<file path="src/hdl/tcu_pkg.sv">
// Summary of operation
// - Both compare values are checked against the 8-bit counter every timer tick.
// - A compare flag sets one tick after equality is seen.
// - Enabled flags request interrupt; cleared by service or writing one.
// - PWM modes buffer compare values; normal and clear modes write directly.
// - Buffered compare values load only at top or bottom of the count.
// - Compare register access hits buffer when buffered, active value otherwise.
// - Force strobe acts like a match on the output only, no flag or counter effect; ignored in PWM modes.
// - Counter write suppresses matches other than the CTC clear in the next timer tick, even when stopped.
// - Output state survives waveform mode changes.
// - Output action bits are unbuffered; apply at next match or force.
// - Nonzero action bits route output state to the pin; direction bit still rules.
// - Pin override works the same in every waveform mode.
// - Action setting zero leaves output state untouched on matches.
// - Only the mode field shapes counting; action bits never do.
// - PWM: action picks polarity; non-PWM: set, clear or toggle.
// - Mode zero counts up forever, wrapping 0xFF to 0x00.
// - Free-running overflow flag sets as counter becomes zero.
// - Free-running counter accepts software writes at any time.
// - Counter write beats count or clear; clock select zero stops it.
// - Bottom is 0x00, max 0xFF, top is 0xFF or compare A.
package tcu_pkg;

  // ==========================================================
  // Register offsets (byte addresses)
  localparam logic [7:0] TCU_OFS_CTRL = 8'h00;
  localparam logic [7:0] TCU_OFS_OUTC = 8'h04;
  localparam logic [7:0] TCU_OFS_PORT = 8'h08;
  localparam logic [7:0] TCU_OFS_CNT  = 8'h0C;
  localparam logic [7:0] TCU_OFS_CMPA = 8'h10;
  localparam logic [7:0] TCU_OFS_CMPB = 8'h14;
  localparam logic [7:0] TCU_OFS_FLAG = 8'h18;
  localparam logic [7:0] TCU_OFS_IEN  = 8'h1C;
  localparam logic [7:0] TCU_OFS_STAT = 8'h20;

  // ==========================================================
  // Field positions
  localparam int TCU_CTRL_WGM_LSB = 0;
  localparam int TCU_CTRL_CS_LSB  = 3;
  localparam int TCU_OUTC_COM_LSB = 0;
  localparam int TCU_OUTC_FOC_LSB = 4;
  localparam int TCU_PORT_VAL_LSB = 0;
  localparam int TCU_PORT_DIR_LSB = 2;
  localparam int TCU_FLAG_OVF     = 0;
  localparam int TCU_FLAG_MA      = 1;
  localparam int TCU_STAT_DN      = 2;

  // ==========================================================
  // Constants and reset values
  localparam logic [7:0] TCU_BOTTOM   = 8'h00;
  localparam logic [7:0] TCU_MAX      = 8'hFF;
  localparam logic [7:0] TCU_RST_BYTE = 8'h00;
  localparam logic [2:0] TCU_CS_STOP  = 3'h0;
  localparam logic [1:0] TCU_COM_NONE = 2'h0;
  localparam logic [1:0] TCU_COM_TGL  = 2'h1;

  // Low two mode bits pick the counting style
  typedef enum logic [1:0] {
    TCU_K_NORMAL = 2'b00,
    TCU_K_PHASE  = 2'b01,
    TCU_K_FAST   = 2'b11,
    TCU_K_CTC    = 2'b10
  } tcu_kind_t;

  typedef struct packed {
    logic [7:0]       cnt;
    logic             dn;
    logic             blk;
    logic [1:0][7:0]  ocr;
    logic [1:0][7:0]  buf_v;
    logic [2:0]       wgm;
    logic [2:0]       cs;
    logic [1:0][1:0]  com;
    logic [1:0]       port;
    logic [1:0]       ddr;
    logic [1:0]       oc;
    logic [2:0]       flg;
    logic [2:0]       ien;
    logic [2:0]       irq;
    logic [1:0]       pin;
    logic [1:0]       pin_oe_n;
    logic [31:0]      prdata;
    logic             pready;
    logic             pslverr;
  } tcu_state_t;

endpackage : tcu_pkg

</file>
<file path="src/hdl/tcu_top.sv">
// The placing of the registers and the APB register port were decided locally.
module tcu_top
  import tcu_pkg::*;
(
  input  wire logic        pclk,
  input  wire logic        presetn,
  input  wire logic        psel,
  input  wire logic        penable,
  input  wire logic        pwrite,
  input  wire logic [7:0]  paddr,
  input  wire logic [31:0] pwdata,
  output logic [31:0]      prdata,
  output logic             pready,
  output logic             pslverr,
  input  wire logic [2:0]  irq_ack,
  output logic [2:0]       irq_req,
  output logic [1:0]       pin_o,
  output logic [1:0]       pin_oe_n
);

  // ==========================================================
  // Helpers
  function automatic logic [7:0] top_of(input logic [2:0] wgm,
                                        input logic [7:0] ocr_a);
    top_of = wgm[2] ? ocr_a : TCU_MAX;
  endfunction

  // New output state for an action; v is the level for setting 2
  function automatic logic act(input logic [1:0] com,
                               input logic       oc,
                               input logic       v);
    case (com)
      TCU_COM_NONE: act = oc;
      TCU_COM_TGL:  act = ~oc;
      2'h2:         act = v;
      default:      act = ~v;
    endcase
  endfunction

  tcu_state_t s_q;
  tcu_state_t s_d;

  logic       wr;
  logic       wr_cnt;
  logic       wr_outc;
  logic       tick;
  logic       pwm;
  logic       at_top;
  logic [7:0] top;
  logic [1:0] match;
  tcu_kind_t  kind;

  assign wr      = psel & penable & s_q.pready & pwrite;
  assign wr_cnt  = wr & (paddr == TCU_OFS_CNT);
  assign wr_outc = wr & (paddr == TCU_OFS_OUTC);
  assign tick    = (s_q.cs != TCU_CS_STOP);
  assign kind    = tcu_kind_t'(s_q.wgm[1:0]);
  assign pwm     = s_q.wgm[0];
  assign top     = top_of(s_q.wgm, s_q.ocr[0]);
  assign at_top  = (s_q.cnt == top);

  // Comparator; a counter write blanks the next tick
  always_comb begin
    for (int i = 0; i < 2; i++) begin
      match[i] = tick & ~s_q.blk & (s_q.cnt == s_q.ocr[i]);
    end
  end

  // ==========================================================
  // Next state
  always_comb begin
    s_d = s_q;

    // Clears go first so that a set later in this process wins the same cycle
    for (int f = 0; f < 3; f++) begin
      if (irq_ack[f] || (wr && paddr == TCU_OFS_FLAG && pwdata[f])) begin
        s_d.flg[f] = 1'b0;
      end
    end

    // Counting
    if (tick) begin
      s_d.blk = 1'b0;
      case (kind)
        TCU_K_NORMAL: begin
          s_d.cnt = s_q.cnt + 8'h01;
          if (s_q.cnt == TCU_MAX) begin
            s_d.flg[TCU_FLAG_OVF] = 1'b1;
          end
        end
        TCU_K_CTC: begin
          if (match[0] || (s_q.blk && s_q.cnt == s_q.ocr[0])) begin
            s_d.cnt = TCU_BOTTOM;
          end else begin
            s_d.cnt = s_q.cnt + 8'h01;
            if (s_q.cnt == TCU_MAX) begin
              s_d.flg[TCU_FLAG_OVF] = 1'b1;
            end
          end
        end
        TCU_K_FAST: begin
          if (at_top) begin
            s_d.cnt = TCU_BOTTOM;
            s_d.flg[TCU_FLAG_OVF] = 1'b1;
          end else begin
            s_d.cnt = s_q.cnt + 8'h01;
          end
        end
        default: begin
          if (s_q.dn) begin
            if (s_q.cnt == TCU_BOTTOM) begin
              s_d.dn  = 1'b0;
              s_d.cnt = s_q.cnt + 8'h01;
            end else begin
              s_d.cnt = s_q.cnt - 8'h01;
              if (s_q.cnt == 8'h01) begin
                s_d.flg[TCU_FLAG_OVF] = 1'b1;
              end
            end
          end else if (at_top) begin
            s_d.dn  = 1'b1;
            s_d.cnt = s_q.cnt - 8'h01;
          end else begin
            s_d.cnt = s_q.cnt + 8'h01;
          end
        end
      endcase
      // Fast loads as it wraps to bottom, phase correct at top
      if (pwm && at_top) begin
        s_d.ocr = s_q.buf_v;
      end
    end
    if (!pwm) begin
      s_d.dn = 1'b0;
    end

    // Output state per channel; mode change leaves it alone
    for (int i = 0; i < 2; i++) begin
      if (match[i]) begin
        s_d.flg[TCU_FLAG_MA + i] = 1'b1;
        if (kind == TCU_K_PHASE) begin
          s_d.oc[i] = act(s_q.com[i], s_q.oc[i], s_q.dn);
        end else begin
          s_d.oc[i] = act(s_q.com[i], s_q.oc[i], 1'b0);
        end
      end else if (tick && kind == TCU_K_FAST && at_top && s_q.com[i][1]) begin
        s_d.oc[i] = act(s_q.com[i], s_q.oc[i], 1'b1);
      end
      // Force applies the action written with it, on the output only
      if (wr_outc && !pwm && pwdata[TCU_OUTC_FOC_LSB + i]) begin
        s_d.oc[i] = act(pwdata[TCU_OUTC_COM_LSB + 2 * i +: 2], s_q.oc[i], 1'b0);
      end
    end

    // Register writes; counter write wins over counting
    if (wr) begin
      if (paddr == TCU_OFS_CTRL) begin
        s_d.wgm = pwdata[TCU_CTRL_WGM_LSB +: 3];
        s_d.cs  = pwdata[TCU_CTRL_CS_LSB +: 3];
      end else if (paddr == TCU_OFS_OUTC) begin
        s_d.com[0] = pwdata[TCU_OUTC_COM_LSB +: 2];
        s_d.com[1] = pwdata[TCU_OUTC_COM_LSB + 2 +: 2];
      end else if (paddr == TCU_OFS_PORT) begin
        s_d.port = pwdata[TCU_PORT_VAL_LSB +: 2];
        s_d.ddr  = pwdata[TCU_PORT_DIR_LSB +: 2];
      end else if (paddr == TCU_OFS_CNT) begin
        s_d.cnt = pwdata[7:0];
        s_d.blk = 1'b1;
      end else if (paddr == TCU_OFS_CMPA || paddr == TCU_OFS_CMPB) begin
        if (paddr == TCU_OFS_CMPA) begin
          s_d.buf_v[0] = pwdata[7:0];
          if (!pwm) begin
            s_d.ocr[0] = pwdata[7:0];
          end
        end else begin
          s_d.buf_v[1] = pwdata[7:0];
          if (!pwm) begin
            s_d.ocr[1] = pwdata[7:0];
          end
        end
      end else if (paddr == TCU_OFS_IEN) begin
        s_d.ien = pwdata[2:0];
      end
    end

    s_d.irq = s_d.flg & s_d.ien;

    // Pin override, independent of mode
    for (int i = 0; i < 2; i++) begin
      s_d.pin[i]      = (s_d.com[i] != TCU_COM_NONE) ? s_d.oc[i] : s_d.port[i];
      s_d.pin_oe_n[i] = ~s_d.ddr[i];
    end

    // APB: read data captured in setup, zero-wait access
    s_d.pready  = psel & ~penable;
    s_d.pslverr = 1'b0;
    s_d.prdata  = 32'h0000_0000;
    if (psel && !penable) begin
      if (paddr == TCU_OFS_CTRL) begin
        s_d.prdata[5:0] = {s_q.cs, s_q.wgm};
      end else if (paddr == TCU_OFS_OUTC) begin
        s_d.prdata[3:0] = {s_q.com[1], s_q.com[0]};
      end else if (paddr == TCU_OFS_PORT) begin
        s_d.prdata[3:0] = {s_q.ddr, s_q.port};
      end else if (paddr == TCU_OFS_CNT) begin
        s_d.prdata[7:0] = s_q.cnt;
      end else if (paddr == TCU_OFS_CMPA) begin
        s_d.prdata[7:0] = pwm ? s_q.buf_v[0] : s_q.ocr[0];
      end else if (paddr == TCU_OFS_CMPB) begin
        s_d.prdata[7:0] = pwm ? s_q.buf_v[1] : s_q.ocr[1];
      end else if (paddr == TCU_OFS_FLAG) begin
        s_d.prdata[2:0] = s_q.flg;
      end else if (paddr == TCU_OFS_IEN) begin
        s_d.prdata[2:0] = s_q.ien;
      end else if (paddr == TCU_OFS_STAT) begin
        s_d.prdata[TCU_STAT_DN:0] = {s_q.dn, s_q.oc};
      end else begin
        s_d.pslverr = 1'b1;
      end
    end
  end

  // ==========================================================
  // State register
  always_ff @(posedge pclk or negedge presetn) begin
    if (!presetn) begin
      s_q          <= '0;
      s_q.pin_oe_n <= 2'b11;
      s_q.cnt      <= TCU_RST_BYTE;
    end else begin
      s_q <= s_d;
    end
  end

  assign prdata   = s_q.prdata;
  assign pready   = s_q.pready;
  assign pslverr  = s_q.pslverr;
  assign irq_req  = s_q.irq;
  assign pin_o    = s_q.pin;
  assign pin_oe_n = s_q.pin_oe_n;
endmodule : tcu_top

</file>
<file path="config.mk">
export PLATFORM = sky130hd
export DESIGN_NAME = tcu_top
export DESIGN_NICKNAME = d
export VERILOG_FILES = /design/src/hdl/tcu_pkg.sv /design/src/hdl/tcu_top.sv
export SDC_FILE = /design/constraint.sdc
export NUM_CORES = 1
export LEC_CHECK = 0
export ABC_AREA = 0
export BUFFER_PORTS_ARGS = -buffer_cell sky130_fd_sc_hd__buf_2
export CORE_MARGIN = 3
export CORE_UTILIZATION = 35
export CTS_BUF_LIST = sky130_fd_sc_hd__clkbuf_16
export DETAILED_ROUTE_END_ITERATION = 12
export HOLD_SLACK_MARGIN = 0.03
export RECOVER_POWER = 100
export SYNTH_ARGS = -nofsm -noshare
export SYNTH_HDL_FRONTEND = slang
export SYNTH_SLANG_ARGS = --single-unit
</file>
<file path="constraint.sdc">
create_clock -name pclk -period 2.7 [get_ports pclk]
set_input_delay 0.135 -clock pclk [delete_from_list [all_inputs] [get_ports pclk]]
set_output_delay 0.135 -clock pclk [all_outputs]
set_load 0.1 [all_outputs]
</file>
==> results.yml <==
status:
  status: "finished, violations left"
  violations: "capacitance limit, slew limit"
yosys:
  synthTopCellsByCount: "dfrtp_1 (79), nand2_1 (47), buf_4 (40)"
  netlist.area_leader.share_pct: 39.2
  async_flop_share_pct: 100
  synthCells: 529
  yosysMostFrequentCell: "dfrtp_1"
  synth.top_cells.by_area: "dfrtp_1 (39%), mux2_2 (7.8%), mux2i_1 (6.1%)"
  ys_types: 68
  yosysWarningCount: 0
  ys_ff_latch: 81
  netlist_area_sq_um: 5050
  synth_enable_flop_cells: 0
  yosysSeqAreaShare_pct: 40.2
  avgSynthCellArea_sq_um: 9.54
  yosysTopAreaCell: "dfrtp_1"
  synth_flop_cell: "dfrtp_1"
routing:
  drt-total-wl_microns: 13700
  drc_errors: 0
  via_per_inst: 5.48
  drtIter0Drc: 532
  wire_per_inst_microns: 18.1
  ant_nets: 0
  vias: 4144
  drt-pass1-iter-count: 5
clock_network:
  clock_latency_ns: 0.34
  cts_root_buf: "clkbuf_16"
  cts_max_path_buffers: 2
  cts_tree: "yes"
  cts_buffers: 9
  path_clk_slew_ns: 0.06
  clock-sinks: 81
  h-tree-depth: 3
sta:
  fin_skew_ns: 0.00938
  fmax_mhz: 389
  fin_ws_ns: 0.129
  finalCritPeriodShare_pct: 95.2
  slew_viol_final: 82
  finalHoldViolations: 0
  worst_pin_slew_ns: 2.04
  min_period_ns: 2.57
  slew_headroom_pct: -36.0
  setup_viol: 0
grt:
  grt_pass1_vias: 4001
  antenna_found_initial: 0
  grt_pass1_wl_microns: 21900
  grt_usage_pct: 17.4
  grt-ovfl-total: 0
  grt_max_degree: 82
pwr:
  ir_drop_v: 0.000298
  finalPower_mw: 3.16
  leakage_nw: 2.56
  p_per_area_nw_per_um2: 556
setup_path:
  crit_path_start_kind: "flop"
  crit_path_cell_trace: "nand2b_1, o2111ai_1, or4_4, a211o_1, mux2_1, o221a_1, mux2i_4, mux2_1"
  r2r_slack_ns: 0.13
  path_common_cell: "mux2_1"
  max_stage_delay_ns: 0.62
  cp.arrival_ns: 2.85
  worstPathMaxFanout: 4
  rr_worst_depth: 8
  cp_num_buf_inv: 0
  cp-end-kind: "flop"
  cp.depth: 8
  cp.required_ns: 2.98
  slowest_stage: "or4_4"
  path_class: "reg2reg"
  path_delay_family: "simple AND/OR/NAND/NOR gates"
place:
  place_ws_ns: 0.0724
  numPortBuffers: 40
  hpwl_microns: 9910
  gp_routability_congestion: 0.892
  place_area_sq_um: 5390
final_layout:
  layout-drive-gt1-share_pct: 19.6
  final_area_sq_um: 5680
  nets: 623
  nFillCells: 1411
  syn2layout_area_growth_pct: 12.6
  diodes: 0
floorplanning:
  start_util_pct: 36.1
  die_x_microns: 126
  io_pins: 89
  core_sq_um: 14000
  num_rows: 43
  fp.dieH_microns: 126
  die-area_sq_um: 15900
run:
  drv_cap: 1
hold_path:
  worstHoldPathCells: 3
  hp-class: "in2reg"
==> final cells by class <==
type / count / area, sq um / area share [%]
multi-input cells: 382 / 2610 / 46.0
well taps: 180 / 225 / 3.96
repair buffers: 79 / 452 / 7.95
flip-flops and latches: 81 / 2030 / 35.7
clock buffers: 9 / 225 / 3.96
clock inverters: 7 / 71.3 / 1.26
inverters: 18 / 67.6 / 1.19
==> per-layer routing <==
layer	routed length (microns)	up-vias	part of all wire, %	GRT usage, %
met3	803	18	5.9	3.31
met2	6120	154	45	25.6
met5	0	-	0	0
li1	-	1917	-	-
met4	223	0	1.6	5.43
met1	6530	2055	48	25.8
==> flip-flops by register name (all words and copies together), names as in the netlist <==
signal,flops
pslverr,1
s_q,62
pin_o,2
kind,2
irq_req,3
prdata,8
pin_oe_n,2
pready,1
==> per-stage QoR <==
step / std cells / utilization (%) / hold WS (ns) / TNS, ns
after detailed placement: 735 / 38.5 / 0.382 / 0
after floorplan: 552 / - / -0.161 / 0
final: 756 / 40.6 / 0.0561 / 0
after global placement: 735 / 38.5 / 0.369 / 0
after CTS: 752 / 40.7 / 0.0546 / 0
after global routing: 756 / 40.6 / 0.0984 / -0.0135
==> cell families (layout without fill, tap and decap cells) <==
| group | after synthesis | in the layout | share of synthesized area [%] |
|---|---|---|---|
| xor+xnor | 13 | 13 | 2.26 |
| other cells | 1 | 24 | 0.0743 |
| buf+inv | 89 | 113 | 9.89 |
| mux | 72 | 72 | 16.2 |
| fa+ha+maj | 4 | 4 | 0.992 |
| flops | 81 | 81 | 40.2 |
| compound gates | 101 | 101 | 13.2 |
| simple gates | 168 | 168 | 17.2 |
==> repair_timing <==
action	in CTS	in global routing
setup buffers	0	4
hold buffers	1	0
resized for setup	0	3
setup endpoints to repair	0	3
hold endpoints to repair	54	0
==> final timing paths <==
check / from / to
min in group asynchronous: presetn / irq_req[1]$_DFF_PN0_
min reg2reg: s_q[50]$_DFF_PN0_ / s_q[50]$_DFF_PN0_
max in group asynchronous: presetn / s_q[101]$_DFF_PN0_
max: s_q[100]$_DFF_PN0_ / pin_o[1]$_DFF_PN0_
max reg2reg: s_q[100]$_DFF_PN0_ / pin_o[1]$_DFF_PN0_
min: irq_ack[1] / s_q[45]$_DFF_PN0_
==> worst register-to-register path, cell delays in order, from the launching register on <==
cell       delay (ns)
dfrtp_1          0.43
nand2b_1         0.14
o2111ai_1        0.12
or4_4            0.62
a211o_1          0.31
mux2_1           0.31
o221a_1          0.28
mux2i_4          0.16
mux2_1           0.14
==> cells in the final DEF (no fill, tap or decap), drive strengths merged, types with 9 or more instances in the layout <==
cell type / count
mux2: 37
nand3: 18
nand2: 47
inv: 17
a21oi: 24
buf: 54
mux2i: 32
clkbuf: 33
xor2: 10
dfrtp: 79
nor3: 12
o21ai: 30
conb: 24
nand2b: 9
nor2: 33
==> power breakdown <==
part	switching, mW	leakage (nW)	internal (mW)	total, mW
sequential	0.0384	0.998	1.25	1.29
clock	0.506	0.141	0.714	1.22
combinational	0.459	1.42	0.189	0.648
(Power assumes the default switching activity.)
